**config.mk**
```make
export PLATFORM = sky130hd
export DESIGN_NAME = voltage_pwm_amplitude_scaler
export DESIGN_NICKNAME = d
export VERILOG_FILES = /design/src/amp_scaler_pkg.sv /design/src/step_divider.sv /design/src/voltage_pwm_amplitude_scaler.sv
export SDC_FILE = /design/constraint.sdc
export NUM_CORES = 1
export LEC_CHECK = 0
export ABC_AREA = 0
export BUFFER_PORTS_ARGS = -buffer_cell sky130_fd_sc_hd__buf_2
export CORE_MARGIN = 10
export CORE_UTILIZATION = 40
export CTS_CLUSTER_SIZE = 10
export DETAILED_ROUTE_END_ITERATION = 10
export GPL_TIMING_DRIVEN = 0
export PLACE_DENSITY = 0.68
export SLEW_MARGIN = 20
export SYNTH_ARGS = -nofsm -noshare
export SYNTH_HDL_FRONTEND = slang
export SYNTH_SLANG_ARGS = --single-unit
```
**constraint.sdc**
```tcl
create_clock -name SYS_CLK_I -period 7.1 [get_ports SYS_CLK_I]
set_input_delay 1.42 -clock SYS_CLK_I [delete_from_list [all_inputs] [get_ports SYS_CLK_I]]
set_output_delay 1.42 -clock SYS_CLK_I [all_outputs]
set_load 0.02 [all_outputs]
```
**src/amp_scaler_pkg.sv**
```systemverilog
package amp_scaler_pkg;

  // ==========================================================================
  // Register map, byte addresses
  localparam logic [7:0]  CTRL_OFFSET       = 8'h00;
  localparam logic [7:0]  BASE_AMPL_OFFSET  = 8'h04;
  localparam logic [7:0]  GRAD_OFFSET       = 8'h08;
  localparam logic [7:0]  THRESH_OFFSET     = 8'h0c;
  localparam logic [7:0]  INTERVAL_OFFSET   = 8'h10;
  localparam logic [7:0]  STATUS_OFFSET     = 8'h14;

  // ==========================================================================
  // Field positions
  localparam int          CTRL_AUTO_BIT     = 0;
  localparam int          CTRL_MRES_LSB     = 4;
  localparam int          STATUS_VOLT_BIT   = 8;

  // ==========================================================================
  // Widths and reset values
  localparam int          STEP_W            = 20;
  localparam int          AMPL_W            = 8;
  localparam int          DIVIDEND_W        = 24;
  localparam int          NORM_SHIFT        = 16;
  localparam logic [3:0]  MRES_MAX          = 4'h8;
  localparam logic [7:0]  BASE_AMPL_RESET   = 8'h80;
  localparam logic [7:0]  GRAD_RESET        = 8'h04;
  localparam logic [19:0] THRESH_RESET      = 20'h00000;
  localparam logic [19:0] INTERVAL_MAX      = 20'hfffff;
  localparam logic [7:0]  AMPL_MAX          = 8'hff;

  // ==========================================================================
  // Bus answers
  localparam logic [1:0]  RESP_OKAY         = 2'h0;
  localparam logic [1:0]  RESP_SLVERR       = 2'h2;

  typedef struct packed {
    logic [3:0] mres;
    logic       autoscale;
  } ctrl_t;

  typedef struct packed {
    logic [7:0]  base_amplitude;
    logic [7:0]  amplitude_velocity_gain;
    logic [19:0] chopper_transition_threshold;
  } settings_t;

  typedef enum logic {
    CHOP_VOLTAGE,
    CHOP_CURRENT
  } chop_state_t;

endpackage

```
**src/step_divider.sv**
```systemverilog
`timescale 1ns/100ps
`default_nettype none

module step_divider #(
  parameter int NUM_W = 24,
  parameter int DEN_W = 20
) (
  // Clock and reset
  input  wire logic             clk_i,
  input  wire logic             rst_i,
  // Request
  input  wire logic             start_i,
  input  wire logic [NUM_W-1:0] dividend_i,
  input  wire logic [DEN_W-1:0] divisor_i,
  // Answer
  output logic                  done_o,
  output logic      [NUM_W-1:0] quotient_o
);

  localparam int CNT_W = $clog2(NUM_W + 1);

  logic             busy;
  logic [CNT_W-1:0] count;
  logic [NUM_W-1:0] num;
  logic [DEN_W:0]   rem;
  logic [DEN_W-1:0] den;
  logic             next_busy;
  logic [CNT_W-1:0] next_count;
  logic [NUM_W-1:0] next_num;
  logic [DEN_W:0]   next_rem;
  logic [DEN_W-1:0] next_den;
  logic             next_done;
  logic [NUM_W-1:0] next_quotient;
  logic [DEN_W:0]   trial;

  // ==========================================================================
  // Restoring division, one quotient bit per cycle
  always_comb
  begin
    next_busy     = busy;
    next_count    = count;
    next_num      = num;
    next_rem      = rem;
    next_den      = den;
    next_done     = 1'b0;
    next_quotient = quotient_o;
    trial         = {rem[DEN_W-1:0], num[NUM_W-1]};
    if (start_i)
    begin
      next_busy  = 1'b1;
      next_count = CNT_W'(NUM_W);
      next_num   = dividend_i;
      next_rem   = '0;
      next_den   = (divisor_i == '0) ? DEN_W'(1) : divisor_i;
    end
    else if (busy)
    begin
      if (trial >= {1'b0, den})
      begin
        next_rem = trial - {1'b0, den};
        next_num = {num[NUM_W-2:0], 1'b1};
      end
      else
      begin
        next_rem = trial;
        next_num = {num[NUM_W-2:0], 1'b0};
      end
      next_count = count - CNT_W'(1);
      if (count == CNT_W'(1))
      begin
        next_busy     = 1'b0;
        next_done     = 1'b1;
        next_quotient = next_num;
      end
    end
  end

  always_ff @(posedge clk_i)
  begin
    if (rst_i)
    begin
      busy       <= 1'b0;
      count      <= '0;
      num        <= '0;
      rem        <= '0;
      den        <= '0;
      done_o     <= 1'b0;
      quotient_o <= '0;
    end
    else
    begin
      busy       <= next_busy;
      count      <= next_count;
      num        <= next_num;
      rem        <= next_rem;
      den        <= next_den;
      done_o     <= next_done;
      quotient_o <= next_quotient;
    end
  end

endmodule

`default_nettype wire

```
**src/voltage_pwm_amplitude_scaler.sv**
```systemverilog
`timescale 1ns/100ps
`default_nettype none

module voltage_pwm_amplitude_scaler
  import amp_scaler_pkg::*;
(
  // Clock and reset
  input  wire logic        SYS_CLK_I,
  input  wire logic        SYS_RST_I,
  // Motion and current feedback
  input  wire logic        STEP_I,
  input  wire logic        CHOP_PERIOD_I,
  input  wire logic        CUR_LOW_I,
  input  wire logic        CUR_HIGH_I,
  // Amplitude out
  output logic [7:0]       PWM_SCALE_O,
  output logic             VOLT_MODE_O,
  // AXI4-Lite write
  input  wire logic [7:0]  S_AXI_AWADDR,
  input  wire logic        S_AXI_AWVALID,
  output logic             S_AXI_AWREADY,
  input  wire logic [31:0] S_AXI_WDATA,
  input  wire logic [3:0]  S_AXI_WSTRB,
  input  wire logic        S_AXI_WVALID,
  output logic             S_AXI_WREADY,
  output logic [1:0]       S_AXI_BRESP,
  output logic             S_AXI_BVALID,
  input  wire logic        S_AXI_BREADY,
  // AXI4-Lite read
  input  wire logic [7:0]  S_AXI_ARADDR,
  input  wire logic        S_AXI_ARVALID,
  output logic             S_AXI_ARREADY,
  output logic [31:0]      S_AXI_RDATA,
  output logic [1:0]       S_AXI_RRESP,
  output logic             S_AXI_RVALID,
  input  wire logic        S_AXI_RREADY
);

  // ==========================================================================
  // Register bus
  ctrl_t       ctrl, next_ctrl;
  settings_t   cfg, next_cfg;
  logic        aw_held, w_held, next_aw_held, next_w_held;
  logic [7:0]  aw_addr, next_aw_addr;
  logic [31:0] w_data, next_w_data;
  logic [3:0]  w_strb, next_w_strb;
  logic        next_awready, next_wready, next_bvalid, next_arready, next_rvalid;
  logic [1:0]  next_bresp, next_rresp;
  logic [31:0] next_rdata;
  logic [19:0] step_interval;

  always_comb
  begin
    next_ctrl    = ctrl;
    next_cfg     = cfg;
    next_aw_held = aw_held | (S_AXI_AWVALID & S_AXI_AWREADY);
    next_w_held  = w_held | (S_AXI_WVALID & S_AXI_WREADY);
    next_aw_addr = (S_AXI_AWVALID & S_AXI_AWREADY) ? S_AXI_AWADDR : aw_addr;
    next_w_data  = (S_AXI_WVALID & S_AXI_WREADY) ? S_AXI_WDATA : w_data;
    next_w_strb  = (S_AXI_WVALID & S_AXI_WREADY) ? S_AXI_WSTRB : w_strb;
    next_bvalid  = S_AXI_BVALID & ~S_AXI_BREADY;
    next_bresp   = S_AXI_BRESP;
    if (aw_held && w_held && !S_AXI_BVALID)
    begin
      next_aw_held = 1'b0;
      next_w_held  = 1'b0;
      next_bvalid  = 1'b1;
      next_bresp   = RESP_OKAY;
      unique case (aw_addr)
        CTRL_OFFSET:
        begin
          if (w_strb[0])
          begin
            next_ctrl.autoscale = w_data[CTRL_AUTO_BIT];
            next_ctrl.mres      = (w_data[CTRL_MRES_LSB+:4] > MRES_MAX) ? MRES_MAX : w_data[CTRL_MRES_LSB+:4];
          end
        end
        BASE_AMPL_OFFSET: if (w_strb[0]) next_cfg.base_amplitude = w_data[7:0];
        GRAD_OFFSET:      if (w_strb[0]) next_cfg.amplitude_velocity_gain = w_data[7:0];
        THRESH_OFFSET:
        begin
          if (w_strb[0]) next_cfg.chopper_transition_threshold[7:0]   = w_data[7:0];
          if (w_strb[1]) next_cfg.chopper_transition_threshold[15:8]  = w_data[15:8];
          if (w_strb[2]) next_cfg.chopper_transition_threshold[19:16] = w_data[19:16];
        end
        INTERVAL_OFFSET, STATUS_OFFSET: next_bresp = RESP_OKAY;
        default: next_bresp = RESP_SLVERR;
      endcase
    end
    next_awready = ~next_aw_held & ~next_bvalid;
    next_wready  = ~next_w_held & ~next_bvalid;
    next_rvalid  = S_AXI_RVALID & ~S_AXI_RREADY;
    next_rdata   = S_AXI_RDATA;
    next_rresp   = S_AXI_RRESP;
    if (S_AXI_ARVALID && S_AXI_ARREADY)
    begin
      next_rvalid = 1'b1;
      next_rresp  = RESP_OKAY;
      unique case (S_AXI_ARADDR)
        CTRL_OFFSET:      next_rdata = {24'h000000, ctrl.mres, 3'h0, ctrl.autoscale};
        BASE_AMPL_OFFSET: next_rdata = {24'h000000, cfg.base_amplitude};
        GRAD_OFFSET:      next_rdata = {24'h000000, cfg.amplitude_velocity_gain};
        THRESH_OFFSET:    next_rdata = {12'h000, cfg.chopper_transition_threshold};
        INTERVAL_OFFSET:  next_rdata = {12'h000, step_interval};
        STATUS_OFFSET:    next_rdata = {23'h000000, VOLT_MODE_O, PWM_SCALE_O};
        default:
        begin
          next_rdata = 32'h00000000;
          next_rresp = RESP_SLVERR;
        end
      endcase
    end
    next_arready = ~next_rvalid;
  end

  always_ff @(posedge SYS_CLK_I)
  begin
    if (SYS_RST_I)
    begin
      ctrl          <= '0;
      cfg           <= {BASE_AMPL_RESET, GRAD_RESET, THRESH_RESET};
      aw_held       <= 1'b0;
      w_held        <= 1'b0;
      aw_addr       <= 8'h00;
      w_data        <= 32'h00000000;
      w_strb        <= 4'h0;
      S_AXI_AWREADY <= 1'b0;
      S_AXI_WREADY  <= 1'b0;
      S_AXI_BVALID  <= 1'b0;
      S_AXI_BRESP   <= RESP_OKAY;
      S_AXI_ARREADY <= 1'b0;
      S_AXI_RVALID  <= 1'b0;
      S_AXI_RDATA   <= 32'h00000000;
      S_AXI_RRESP   <= RESP_OKAY;
    end
    else
    begin
      ctrl          <= next_ctrl;
      cfg           <= next_cfg;
      aw_held       <= next_aw_held;
      w_held        <= next_w_held;
      aw_addr       <= next_aw_addr;
      w_data        <= next_w_data;
      w_strb        <= next_w_strb;
      S_AXI_AWREADY <= next_awready;
      S_AXI_WREADY  <= next_wready;
      S_AXI_BVALID  <= next_bvalid;
      S_AXI_BRESP   <= next_bresp;
      S_AXI_ARREADY <= next_arready;
      S_AXI_RVALID  <= next_rvalid;
      S_AXI_RDATA   <= next_rdata;
      S_AXI_RRESP   <= next_rresp;
    end
  end

  // ==========================================================================
  // Step interval measurement and rate division
  logic [19:0] cycle_count, next_cycle_count, next_step_interval;
  logic        step_prev, step_edge, div_start, next_div_start, div_done;
  logic [23:0] quotient, dividend;

  assign step_edge = STEP_I & ~step_prev;
  // Gain times 2^16 over interval times 2^mres: rate at 256 steps, scaled by 256
  assign dividend  = {cfg.amplitude_velocity_gain, 16'h0000} >> ctrl.mres;

  always_comb
  begin
    next_cycle_count   = (cycle_count == INTERVAL_MAX) ? cycle_count : cycle_count + 20'h00001;
    next_step_interval = step_interval;
    next_div_start     = 1'b0;
    if (step_edge)
    begin
      next_step_interval = next_cycle_count;
      next_cycle_count   = 20'h00000;
      next_div_start     = 1'b1;
    end
    else if (cycle_count == INTERVAL_MAX)
      next_step_interval = INTERVAL_MAX;
  end

  always_ff @(posedge SYS_CLK_I)
  begin
    if (SYS_RST_I)
    begin
      cycle_count   <= 20'h00000;
      step_interval <= INTERVAL_MAX;
      step_prev     <= 1'b0;
      div_start     <= 1'b0;
    end
    else
    begin
      cycle_count   <= next_cycle_count;
      step_interval <= next_step_interval;
      step_prev     <= STEP_I;
      div_start     <= next_div_start;
    end
  end

  step_divider #(
    .NUM_W      (DIVIDEND_W),
    .DEN_W      (STEP_W)
  ) u_divider (
    .clk_i      (SYS_CLK_I),
    .rst_i      (SYS_RST_I),
    .start_i    (div_start),
    .dividend_i (dividend),
    .divisor_i  (step_interval),
    .done_o     (div_done),
    .quotient_o (quotient)
  );

  // ==========================================================================
  // Chopper choice and amplitude
  chop_state_t state, next_state;
  logic        volt_sel;
  logic [8:0]  ff_sum, up_sum;
  logic [7:0]  ff_amp, next_scale;

  assign volt_sel = step_interval >= cfg.chopper_transition_threshold;
  assign ff_sum   = {1'b0, cfg.base_amplitude} + ((quotient > 24'h0000ff) ? 9'h0ff : {1'b0, quotient[7:0]});
  assign ff_amp   = ff_sum[8] ? AMPL_MAX : ff_sum[7:0];
  assign up_sum   = {1'b0, PWM_SCALE_O} + {1'b0, cfg.amplitude_velocity_gain};

  always_comb
  begin
    next_state = state;
    next_scale = PWM_SCALE_O;
    unique case (state)
      CHOP_VOLTAGE:
      begin
        if (!volt_sel)
          next_state = CHOP_CURRENT;
        else if (ctrl.autoscale)
        begin
          if (CHOP_PERIOD_I && CUR_LOW_I)
            next_scale = up_sum[8] ? AMPL_MAX : up_sum[7:0];
          else if (CHOP_PERIOD_I && CUR_HIGH_I)
            next_scale = (PWM_SCALE_O > cfg.amplitude_velocity_gain) ? PWM_SCALE_O - cfg.amplitude_velocity_gain : 8'h00;
        end
        else if (div_done)
          next_scale = ff_amp;
      end
      CHOP_CURRENT:
      begin
        if (volt_sel)
        begin
          next_state = CHOP_VOLTAGE;
          // With autoscale base amplitude caps the held value on restart, otherwise base amplitude sets it
          if (ctrl.autoscale && PWM_SCALE_O < cfg.base_amplitude)
            next_scale = PWM_SCALE_O;
          else
            next_scale = cfg.base_amplitude;
        end
      end
    endcase
  end

  always_ff @(posedge SYS_CLK_I)
  begin
    if (SYS_RST_I)
    begin
      state       <= CHOP_VOLTAGE;
      PWM_SCALE_O <= 8'h00;
      VOLT_MODE_O <= 1'b1;
    end
    else
    begin
      state       <= next_state;
      PWM_SCALE_O <= next_scale;
      VOLT_MODE_O <= (next_state == CHOP_VOLTAGE);
    end
  end
endmodule

`default_nettype wire

```
Word-level counts from Yosys, hierarchy flattened
Cells that the tools add are included.
Operators by class
  add/subtract/negate cells: 6
  magnitude comparators: 6
  equal/unequal tests: 17
  shifts and indexed selects: 1
  muxes and demuxes: 36
  bitwise logic cells: 19
  reductions and logical operators: 25
Operator list (count)
  one-hot mux 20 bit (6 select lines): 1
  2-to-1 mux 20 bit: 5
  2-to-1 mux 8 bit: 11
  2-to-1 mux 24 bit: 2
  == test 8 x 4 -> 1 bit (second input constant): 4
  == test 8 x 5 -> 1 bit (second input constant): 4
  > comparator 24 x 8 -> 1 bit (second input constant): 1
  right shift 24 x 4 -> 24 bit: 1
  >= comparator 21 x 20 -> 1 bit: 1
  AND reduction 3 bit: 7
  adder 20 x 1 -> 20 bit (second input constant): 1
  == test 20 bit (second input constant): 1
  >= comparator 20 bit: 1
  logical NOT 20 bit: 1
  subtractor 20 bit: 1
  adder 8 x 8 -> 9 bit: 2
  == test 8 x 3 -> 1 bit (second input constant): 2
  logical NOT 8 bit: 2
  one-hot mux 8 bit (2 select lines): 1
  OR reduction 6 bit: 2
  2-to-1 mux 1 bit: 11
  2-to-1 mux 5 bit: 2
  NOT 1 bit: 10
  > comparator 8 bit: 1
  other kinds (19): 35
Storage, ports and cells
  bits in registers: 262
  input port bits: 63
  output and inout port bits: 50
  word-level logic and storage cells: 145

Depth between registers and ports, before layout
Gate-level depths: netlist of the first run.
  word-level depth: 8
  depth in mapped cells: 13
  gate-level depth less buffers: 13

Modules after synthesis
From an unflattened synthesis of the first run, not the netlist that was laid out.
Unflattened totals
  cell total of the unflattened synthesis: 1655
  area, all modules: 13432.9 µm²
By module, submodules not included
  voltage_pwm_amplitude_scaler: instances 1, cells an instance 1070, area an instance 8605.8 µm², seq. area each 3062.9 µm²
  step_divider: instances 1, cells an instance 585, area an instance 4827.1 µm², seq. area each 1901.8 µm²

Worst setup path before layout of the first run
OpenSTA, ideal clock, no wires.
  kind: input to register
  from: input port S_AXI_ARADDR[5]
  to: register S_AXI_RDATA[8]
  setup time: 0.070 ns
  arrival: 3.073 ns
  data required time: 7.030 ns
  slack: 3.957 ns
  stages on the path: 9
  buffers on the path: 2
  path through: or4_1 -> or3_1 -> buf_2 -> nor2_4 -> buf_2 -> nand2_1 -> o21ai_1 -> nand2_1 -> a21oi_1
Between the ends
  cells in the longest elaborated chain, start to end: 2
  elaborated cells between the ends (all ways): 7
  those cells by class: eq/ne: 5; mux: 1; reduce/logical: 1
Ends and longest elaborated chain
  start: declaration: RTL line voltage_pwm_amplitude_scaler.sv:30  | input wire logic [7:0] S_AXI_ARADDR,
  == test 8 x 5 -> 1 bit, or another cell as far along: RTL line voltage_pwm_amplitude_scaler.sv:99  | unique case (S_AXI_ARADDR)
  one-hot mux 20 bit (6 select lines) (*): RTL line voltage_pwm_amplitude_scaler.sv:99
  end signal: assignment: RTL line voltage_pwm_amplitude_scaler.sv:151  | S_AXI_RDATA <= next_rdata;
  end: declaration: RTL line voltage_pwm_amplitude_scaler.sv:33  | output logic [31:0] S_AXI_RDATA,
Every way passes the cells marked *; elsewhere a longest branch is shown, timed or not.
A chain may end at the register's enable or synchronous reset.

Worst setup path in the final report of the first run
  from: register u_divider.quotient_o[15]
  to: register PWM_SCALE_O[2]
Between the ends
  cells in the longest elaborated chain, start to end: 8
Ends and longest elaborated chain
  start: declaration: RTL line step_divider.sv:17  | output logic [NUM_W-1:0] quotient_o
  start signal: assignment: RTL line step_divider.sv:98  | quotient_o <= next_quotient;
  > comparator 24 x 8 -> 1 bit: RTL line voltage_pwm_amplitude_scaler.sv:220  | assign ff_sum = {1'b0, cfg.base_amplitude} + ((quotient > 24'h0000ff) ? 9'h0ff : {1'b0, quotient[7:0]});
  2-to-1 mux 8 bit: RTL line voltage_pwm_amplitude_scaler.sv:220
  adder 8 x 8 -> 9 bit: RTL line voltage_pwm_amplitude_scaler.sv:220
  2-to-1 mux 8 bit: RTL line voltage_pwm_amplitude_scaler.sv:221  | assign ff_amp = ff_sum[8] ? AMPL_MAX : ff_sum[7:0];
  2-to-1 mux 8 bit: RTL line voltage_pwm_amplitude_scaler.sv:240  | else if (div_done)
  2-to-1 mux 8 bit: RTL line voltage_pwm_amplitude_scaler.sv:233  | else if (ctrl.autoscale)
  2-to-1 mux 8 bit: RTL line voltage_pwm_amplitude_scaler.sv:231  | if (!volt_sel)
  one-hot mux 8 bit (2 select lines): RTL line voltage_pwm_amplitude_scaler.sv:228  | unique case (state)
  end signal: assignment: RTL line voltage_pwm_amplitude_scaler.sv:269  | PWM_SCALE_O <= next_scale;
  end: declaration: RTL line voltage_pwm_amplitude_scaler.sv:16  | output logic [7:0] PWM_SCALE_O,
Every way passes these cells. The select of a mux whose other input is x is not followed.

==> out/summary.txt, run 1 <==
crit path launch type -> register
Final period util -> 55.0%
CTS Buf Count -> 29
Total Power -> 3410 uW
DRC violations left -> 0
Pleak -> 0.00590 uW
Seq cells post-synth -> 248
clk_lat worst skew -> 0.55 ns
Clock transition at path regs -> 0.05 ns
fin util -> 45.8%
pwr/cell area -> 223 mW/mm^2
root buffer cell -> clkbuf_16
GPL Wtd Cong -> 0.945
CTS Buffer Depth -> 3
die height -> 203 um
CP Data Required Time -> 7.49 ns
filler cell count -> 3381
max-cap violations -> 0
EDFF count, synth -> 0
core area -> 0.0334 mm^2
post-synthesis adder-cell area fraction -> 7.47%
crit-path leading delay family -> simple AND/OR/NAND/NOR gates
final hold viol count -> 0
io pins -> 113
most numerous cell in the Yosys netlist -> dfxtp_1
DP HPWL -> 31.6 mm
worst hold margin -> 0.453 ns
initial drt markers -> 1044
Pins Over Slew Limit -> 0
Main synth FF type -> dfxtp_1
# H-tree levels -> 1
TritonRoute pass-1 iters -> 5
Synth top cells by count -> dfxtp_1 (248), nand2_1 (218), nor2_1 (183)
Max VDD drop -> 0.145 mV
placed cell areas -> 0.0145 mm^2
setup TNS -> 0 ns
Avg WL per Cell -> 18.3 um
Gate Count Post-Synth -> 1667
complex-gate fraction of the synthesized area -> 18.6%
crit path kind -> reg -> reg
unrepaired setup endpoints after global routing -> false
simple-gate share of the synthesized area -> 21.3%
outcome -> completed
Clock Sinks -> 248
Fmax -> 256 MHz
Post-Syn Area -> 0.0135 mm^2
WP data arrival -> 4.29 ns
area grow syn2layout -> 13.5%
critical path, cell by cell -> nor4_1, nand4_1, or2_2, ha_1, inv_1, fa_1, nor2b_1, o21ai_0, a21oi_1, a2111oi_0, nor2_1, o221ai_1, a311oi_1
CP bufs+invs -> 1
worst slew margin relative to its limit -> 35.5%
crit end category -> register
GRT Util Overall -> 19.4%
DIE AREA -> 0.0414 mm^2
Routed Antenna Nets -> 0
post-synth top area cell -> dfxtp_1
clk_skew -> 0.0133 ns
initial antenna violation count -> 2
largest net degree at the start of global routing -> 15
Yosys top cell area share -> 36.9%
crit path max fanout -> 8
vias per cell -> 5.49
Seq/Total Area, Yosys -> 36.9%
nets@finish -> 1935
vias in the first global route -> 12000
final setup vio count -> 0
# rows -> 67
final wirelength -> 41.2 mm
Netlist cell types -> 78
yosys warns -> 0
postcts setup bufs -> 0
PostCTS Resize Cnt -> 0
Initial Utilization -> 40.4%
asr flop ratio synth -> 0%
largest family of logic cells by synthesized area -> simple AND/OR/NAND/NOR gates
CP max stage cell -> a2111oi_0
Avg Inst Size Synth -> 8.08 um^2
worst hold path type -> reg -> reg
PortBufs -> 83
post-cts hold buffer count -> 0
Die Span X -> 203 um
fraction of synthesized cell area in xor and xnor cells -> 2.73%
largest cells by area after synthesis -> dfxtp_1 (37%), ha_1 (6.9%), mux2i_1 (6.5%)
crit-path max cell delay -> 0.73 ns
worst slew pin tran -> 0.960 ns
first-pass GRT wire length -> 65.5 mm
final instance area -> 0.0153 mm^2
vias post-DR -> 12400
total grt overflow -> 0
CTS tree -> done
layout cell share with drive strength beyond 1 -> 9.94%
minimum clock period after layout -> 3.90 ns
mux share of post-synthesis cell area -> 7.05%
## state kept, by name, indices dropped and copies added (netlist names), 3 cells and up
register	count
PWM_SCALE_O	8
S_AXI_RDATA	20
aw_addr	8
cfg	36
ctrl	5
cycle_count	20
step_interval	20
u_divider.count	5
u_divider.den	20
u_divider.num	24
u_divider.quotient_o	24
u_divider.rem	20
w_data	20
w_strb	3
## metrics by stage
step	std cells	setup slack [ns]
2_1_floorplan	1680	3.96
3_3_place_gp	2211	3.20
3_5_place_dp	2211	3.17
4_1_cts	2248	3.14
5_1_grt	2248	2.83
6_report	2250	3.20
## cells by family (layout without fill, tap and decap cells)
logic type | count (synthesis) | after routing
compound gates | 398 | 398
xor+xnor | 42 | 42
fa+ha+maj | 78 | 78
buf+inv | 189 | 309
flops | 248 | 248
mux | 94 | 94
other cells | 1 | 16
simple gates | 617 | 617
## power breakdown
part | switching, uW | internal [uW] | leakage (uW)
Sequential | 60.5 | 1440 | 0.00202
Combinational | 358 | 237 | 0.00349
Clock | 556 | 755 | 0.000391
## worst paths after layout
kind	start	end	slack, ns	cells past startpoint
setup / recovery	u_divider.quotient_o[15]	PWM_SCALE_O[2]	3.20	13
hold / removal	u_divider.quotient_o[21]	u_divider.quotient_o[21]	0.45	2
setup reg to reg	u_divider.quotient_o[15]	PWM_SCALE_O[2]	3.20	13
hold reg to reg	u_divider.quotient_o[21]	u_divider.quotient_o[21]	0.45	2
## layout by cell type, fill, tap and decap left out, types with 14 or more instances in the layout
cell type  instances
clkbuf_16         29
inv_1             81
ha_1              74
nand2_1          218
dfxtp_1          248
a211oi_1          20
clkbuf_1          63
mux2i_1           87
buf_1             15
a22oi_1           20
nand3_1           27
nand4_1           18
conb_1            14
nor4_1            16
xnor2_1           26
nor2b_1           25
a31oi_1           14
o21ai_0           61
xor2_1            16
buf_4             15
buf_2             97
nor2_1           183
a21oi_1          157
nand2b_1          21
nor3_1            33
## layout make-up
type	instances	area, um^2	share of cell area [%]
multi-input combinational	1243	7750	50.7
buffer	107	489	3.20
clock inverter	2	13.8	0.0900
sequential	248	4960	32.5
tap	448	561	3.67
timing repair buffer	83	415	2.72
clock buffer	35	778	5.09
antenna	2	5.00	0.0327
inverter	82	308	2.01
## worst min-delay path, delay by kind of cell, from the launching register on
family	cells	cell delay [ns]
DFF	1	0.30
and+or+nand+nor	1	0.05
AOI/OAI and AO/OA	1	0.05
## metal layers
| layer | global-route usage (%) | share of wire, % | routed length [um] |
|---|---|---|---|
| met2 | 30.7 | 44 | 18100 |
| met4 | 6.58 | 3.3 | 1340 |
| met5 | 0 | 0 | 0 |
| met1 | 26.2 | 46 | 19100 |
| met3 | 3.06 | 6.5 | 2680 |
No activity file was read; power rests on OpenSTA's default activity.
==> run 2: changes to the inputs <==
- PLACE_DENSITY: 0.68 -> 0.7
- clock period: 7.1 -> 3.3 ns (I/O delays scaled with it)
==> run 2 against run 1 <==
Compared with the run above:
- sequential cell count stayed put
- critical path depth is 3 lower
- fmax is 23% higher
- clock skew hardly changed
- die area stayed put
- critical path type unchanged
==> out/summary.txt, run 2 (same netlist as run 1, synthesis figures left out) <==
GRT Util Overall -> 19.4% (+0.058 points)
worst hold path type -> in -> reg
TritonRoute pass-1 iters -> 5 (unchanged)
Avg WL per Cell -> 18.4 um (+0.39%)
minimum clock period after layout -> 3.18 ns (-0.726 ns)
R2R Path Start -> cfg[25]
Top Usage Layer GRT -> met2
Final period util -> 96.2% (+41 points)
area grow syn2layout -> 13.9%
Initial Utilization -> 40.4% (unchanged)
PortBufs -> 83 (unchanged)
worst slew pin tran -> 1.07 ns (+0.108 ns)
most frequent cells in the layout -> dfxtp_1 (248), nand2_1 (218), nor2_1 (182)
# H-tree levels -> 1 (unchanged)
CTS tree -> done
GR Layer Usage met1 -> 26.4% (+0.25 points)
vias in the first global route -> 11900 (-1.3%)
DP HPWL -> 31.2 mm (-1.3%)
unrepaired setup endpoints after global routing -> false
root buffer cell -> clkbuf_16
M3 GR Usage -> 2.98% (-0.079 points)
Most flops, register -> cfg
max-cap violations -> 0 (unchanged)
critical path launch point -> cfg[25]
DRC violations left -> 0 (unchanged)
final setup vio count -> 0 (unchanged)
worst hold margin -> 0.350 ns (-0.103 ns)
critical path, cell by cell -> inv_1, ha_1, buf_2, nor3_1, a2111oi_2, a311o_1, o311a_1, nor3_1, o31ai_1, a31oi_1
GPL Wtd Cong -> 0.942 (-0.38%)
largest net degree at the start of global routing -> 15 (unchanged)
Max VDD drop -> 0.362 mV (+150%)
met2 global-route usage -> 31.2% (+0.52 points)
vias post-DR -> 12500 (+0.85%)
DIE AREA -> 0.0414 mm^2 (unchanged)
pwr/cell area -> 477 mW/mm^2 (+110%)
outcome -> completed
crit-path max cell delay -> 0.64 ns (-0.09 ns)
crit path max fanout -> 10 (+2)
WP data arrival -> 3.58 ns (-0.71 ns)
initial antenna violation count -> 2 (unchanged)
Clock Sinks -> 248 (unchanged)
clk_lat worst skew -> 0.55 ns (about the same)
Fmax -> 315 MHz (+23%)
fin util -> 46.0% (+0.16 points)
vias per cell -> 5.54 (+0.89%)
CP max stage cell -> a2111oi_2
post-cts hold buffer count -> 0 (unchanged)
most common cell after layout, fill and taps aside -> dfxtp_1
total grt overflow -> 0 (unchanged)
Largest register FFs -> 36 (unchanged)
CTS Buf Count -> 29 (unchanged)
layout cell share with drive strength beyond 1 -> 10.3% (+0.33 points)
ant diodes -> 0 (-2)
nets@finish -> 1936 (+0.052%)
core area -> 0.0334 mm^2 (unchanged)
CP most frequent cell -> nor3_1
CP Data Required Time -> 3.71 ns (-3.78 ns)
Die Span X -> 203 um (unchanged)
Pins Over Slew Limit -> 0 (unchanged)
Routed Antenna Nets -> 0 (unchanged)
Clock transition at path regs -> 0.06 ns (about the same)
final hold viol count -> 0 (unchanged)
crit path kind -> reg -> reg
die height -> 203 um (unchanged)
worst slew margin relative to its limit -> 26.9% (-8.6 points)
final wirelength -> 41.3 mm (+0.34%)
# rows -> 67 (unchanged)
first-pass GRT wire length -> 65.6 mm (+0.22%)
top flop regs -> cfg: 36 flops, u_divider.num: 24 flops, u_divider.quotient_o: 24 flops
hold_sp -> S_AXI_WDATA[15]
clk_skew -> 0.0129 ns (-0.000402 ns)
io pins -> 113 (unchanged)
crit path launch type -> register
Pleak -> 0.00592 uW (+0.33%)
crit end category -> register
initial drt markers -> 994 (-4.8%)
CTS Buffer Depth -> 3 (unchanged)
[run 2: through the flow]
stage / total power, uW / TNS (ns) / instances / setup slack [ns] / cell area [um^2]
after floorplan: 4190 / 0 / 1680 / 0.287 / 13500
after global placement: 4530 / -3.86 / 2211 / -0.595 / 14500
after detailed placement: 4550 / -4.74 / 2211 / -0.699 / 14500
after CTS: 7350 / 0 / 2249 / 0.0266 / 15300
after global routing: 7630 / 0 / 2249 / 0.000918 / 15300
final: 7320 / 0 / 2249 / 0.124 / 15300
[run 2: final timing paths]
kind / to / slack [ns] / depth (start not counted)
max: PWM_SCALE_O[7] / 0.12 / 10
min: w_data[15] / 0.35 / 3
max reg2reg: PWM_SCALE_O[7] / 0.12 / 10
min reg2reg: aw_addr[7] / 0.45 / 2
[run 2: area by class of cell]
type / instances / area (um^2)
fillers: 3374 / 18000
multi-input cells: 1243 / 7800
flip-flops and latches: 248 / 4960
clock buffers: 35 / 778
well taps: 448 / 561
plain buffers: 107 / 489
repair buffers: 84 / 423
inverters: 82 / 308
clock inverters: 2 / 13.8
[run 2: where the power goes]
group	switching, uW	internal, uW
Sequential	125	3110
Combinational	779	511
Clock	1180	1620
Total	2080	5240
[run 2: timing repair]
action,CTS,global route
setup endpoints to repair,8,8
buffers inserted,1,0
pin swaps,2,0
gates resized for setup,3,7
[run 2: per-layer routing]
| metal | share of wire (%) | wire, um | up-vias |
|---|---|---|---|
| met1 | 45 | 18600 | 5849 |
| met4 | 2.4 | 1000 | 4 |
| li1 | - | - | 6069 |
| met2 | 45 | 18700 | 460 |
| met5 | 0.056 | 23 | - |
| met3 | 7.1 | 2940 | 81 |
[run 2: worst max-delay path: cells and delay by family (launching register included)]
| kind | cells | cell delay [ns] |
|---|---|---|
| AO/OA/AOI/OAI | 5 | 1.74 |
| flip-flops | 1 | 0.54 |
| adder cells (fa/ha/maj) | 1 | 0.31 |
| buffers and inverters | 2 | 0.30 |
| AND/OR/NAND/NOR | 2 | 0.14 |
==> run 3: changes to the inputs <==
- CAP_MARGIN: default -> 20
- CTS_BUF_LIST: default -> sky130_fd_sc_hd__clkbuf_16
==> run 3 against run 2 <==
Compared with the run above:
- global-route usage about the same
- wire length about the same
- first-iteration DRC count fell by 5.9%
- sequential share of layout area up 0.063 points
- register-to-register slack better by 0.04 ns
- count of clock-buffer cells in the layout decreased by 6
- core utilization decreased by 0.090 points
==> out/summary.txt, run 3 (same netlist as run 1, synthesis figures left out) <==
nets@finish -> 1936 (unchanged)
CP max stage cell -> a2111oi_2
Storage cell area -> 0.00496 mm^2 (unchanged)
Pleak -> 0.00592 uW (about the same)
largest net degree at the start of global routing -> 15 (unchanged)
core area -> 0.0334 mm^2 (unchanged)
CP most frequent cell -> nor3_1
final hold viol count -> 0 (unchanged)
filler cell count -> 3381 (+0.21%)
crit path kind -> reg -> reg
pwr/cell area -> 473 mW/mm^2 (-0.89%)
vias per cell -> 5.50 (-0.70%)
total grt overflow -> 0 (unchanged)
critical path, cell by cell -> inv_1, ha_1, buf_2, nor3_1, a2111oi_2, a311o_1, o311a_1, nor3_1, o31ai_1, a31oi_1
DP HPWL -> 31.2 mm (unchanged)
worst hold margin -> 0.347 ns (-0.00314 ns)
layout cell share with drive strength beyond 1 -> 10.1% (-0.17 points)
most frequent cells in the layout -> dfxtp_1 (248), nand2_1 (218), nor2_1 (182)
first-pass GRT wire length -> 65.8 mm (+0.22%)
clk_skew -> 0.0151 ns (+0.00216 ns)
most common cell after layout, fill and taps aside -> dfxtp_1
Avg WL per Cell -> 18.4 um (about the same)
area grow syn2layout -> 13.7%
vias post-DR -> 12400 (-0.70%)
Most flops, register -> cfg
CTS Buffer Depth -> 3 (unchanged)
ant diodes -> 0 (unchanged)
crit path launch type -> register
CP Data Required Time -> 3.72 ns (about the same)
Final period util -> 95.0% (-1.2 points)
final wirelength -> 41.3 mm (about the same)
initial drt markers -> 935 (-5.9%)
root buffer cell -> clkbuf_16
Largest register FFs -> 36 (unchanged)
TritonRoute pass-1 iters -> 5 (unchanged)
crit-path max cell delay -> 0.64 ns (about the same)
vias in the first global route -> 11900 (+0.34%)
die height -> 203 um (unchanged)
PortBufs -> 83 (unchanged)
final setup vio count -> 0 (unchanged)
Initial Utilization -> 40.4% (unchanged)
WP data arrival -> 3.56 ns (-0.02 ns)
post-cts hold buffer count -> 0 (unchanged)
worst hold path type -> in -> reg
Clock Sinks -> 248 (unchanged)
Clock transition at path regs -> 0.06 ns (about the same)
worst slew pin tran -> 1.06 ns (-0.0106 ns)
io pins -> 113 (unchanged)
Max VDD drop -> 0.363 mV (+0.20%)
DRC violations left -> 0 (unchanged)
crit path max fanout -> 10 (unchanged)
Pins Over Slew Limit -> 0 (unchanged)
Routed Antenna Nets -> 0 (unchanged)
Total Power -> 7240 uW (-1.1%)
# H-tree levels -> 1 (unchanged)
unrepaired setup endpoints after global routing -> false
clk_lat worst skew -> 0.55 ns (about the same)
minimum clock period after layout -> 3.14 ns (-0.0401 ns)
worst slew margin relative to its limit -> 27.6% (+0.73 points)
GRT Util Overall -> 19.4% (+0.030 points)
CTS Buf Count -> 29 (unchanged)
outcome -> completed
CTS tree -> done
crit end category -> register
Fmax -> 319 MHz (+1.3%)
DIE AREA -> 0.0414 mm^2 (unchanged)
GPL Wtd Cong -> 0.942 (unchanged)
area of the multi-input gates -> 0.00780 mm^2 (unchanged)
max-cap violations -> 0 (unchanged)
# rows -> 67 (unchanged)
Die Span X -> 203 um (unchanged)
setup TNS -> 0 ns (unchanged)
top flop regs -> cfg: 36 flops, u_divider.num: 24 flops, u_divider.quotient_o: 24 flops
initial antenna violation count -> 2 (unchanged)
## run 3: what timing repair did
action                                  4_1_cts  5_1_grt
buffers inserted                              1        0
endpoints found under the setup margin        8        8
pin swaps                                     2        0
gates resized for setup                       3        7
endpoints found under the hold margin         0        0
## run 3: final timing paths
kind	from	slack, ns	cells past startpoint	endpoint
max	cfg[25]	0.16	10	PWM_SCALE_O[7]
min	S_AXI_WDATA[19]	0.35	3	w_data[19]
max reg2reg	cfg[25]	0.16	10	PWM_SCALE_O[7]
min reg2reg	aw_addr[7]	0.45	2	aw_addr[7]
## run 3: power breakdown
part / switching (uW) / internal, uW
registers: 127 / 3110
logic: 780 / 511
clock network: 1180 / 1540
## run 3: critical path: cells and delay by family, from the launching register on
family	cells	cell delay (ns)
flops	1	0.54
buf+inv	2	0.30
compound gates	5	1.72
simple gates	2	0.14
fa+ha+maj	1	0.32
## run 3: layer usage
metal	GRT usage [%]	wire, um
met2	31.3	18600
met3	2.97	2620
met5	0	23
met4	5.36	1070
met1	26.5	19000
## run 3: stage by stage
| step | setup WS [ns] | instance area [um^2] | utilization, % | instances |
|---|---|---|---|---|
| 5_1_grt | 0.00120 | 15300 | 45.9 | 2249 |
| 4_1_cts | 0.0268 | 15300 | 45.8 | 2249 |
| 2_1_floorplan | 0.287 | 13500 | - | 1680 |
| 3_3_place_gp | -0.595 | 14500 | 43.4 | 2211 |
| 6_report | 0.164 | 15300 | 45.9 | 2249 |
| 3_5_place_dp | -0.699 | 14500 | 43.4 | 2211 |
## run 3: area by class of cell
| type | count | area share [%] |
|---|---|---|
| Inverter | 82 | 2.01 |
| Clock inverter | 8 | 0.237 |
| Clock buffer | 29 | 4.74 |
| Timing Repair Buffer | 84 | 2.76 |
| Multi-Input combinational cell | 1243 | 51.0 |
| Sequential cell | 248 | 32.4 |
| Tap cell | 448 | 3.66 |
| Buffer | 107 | 3.20 |
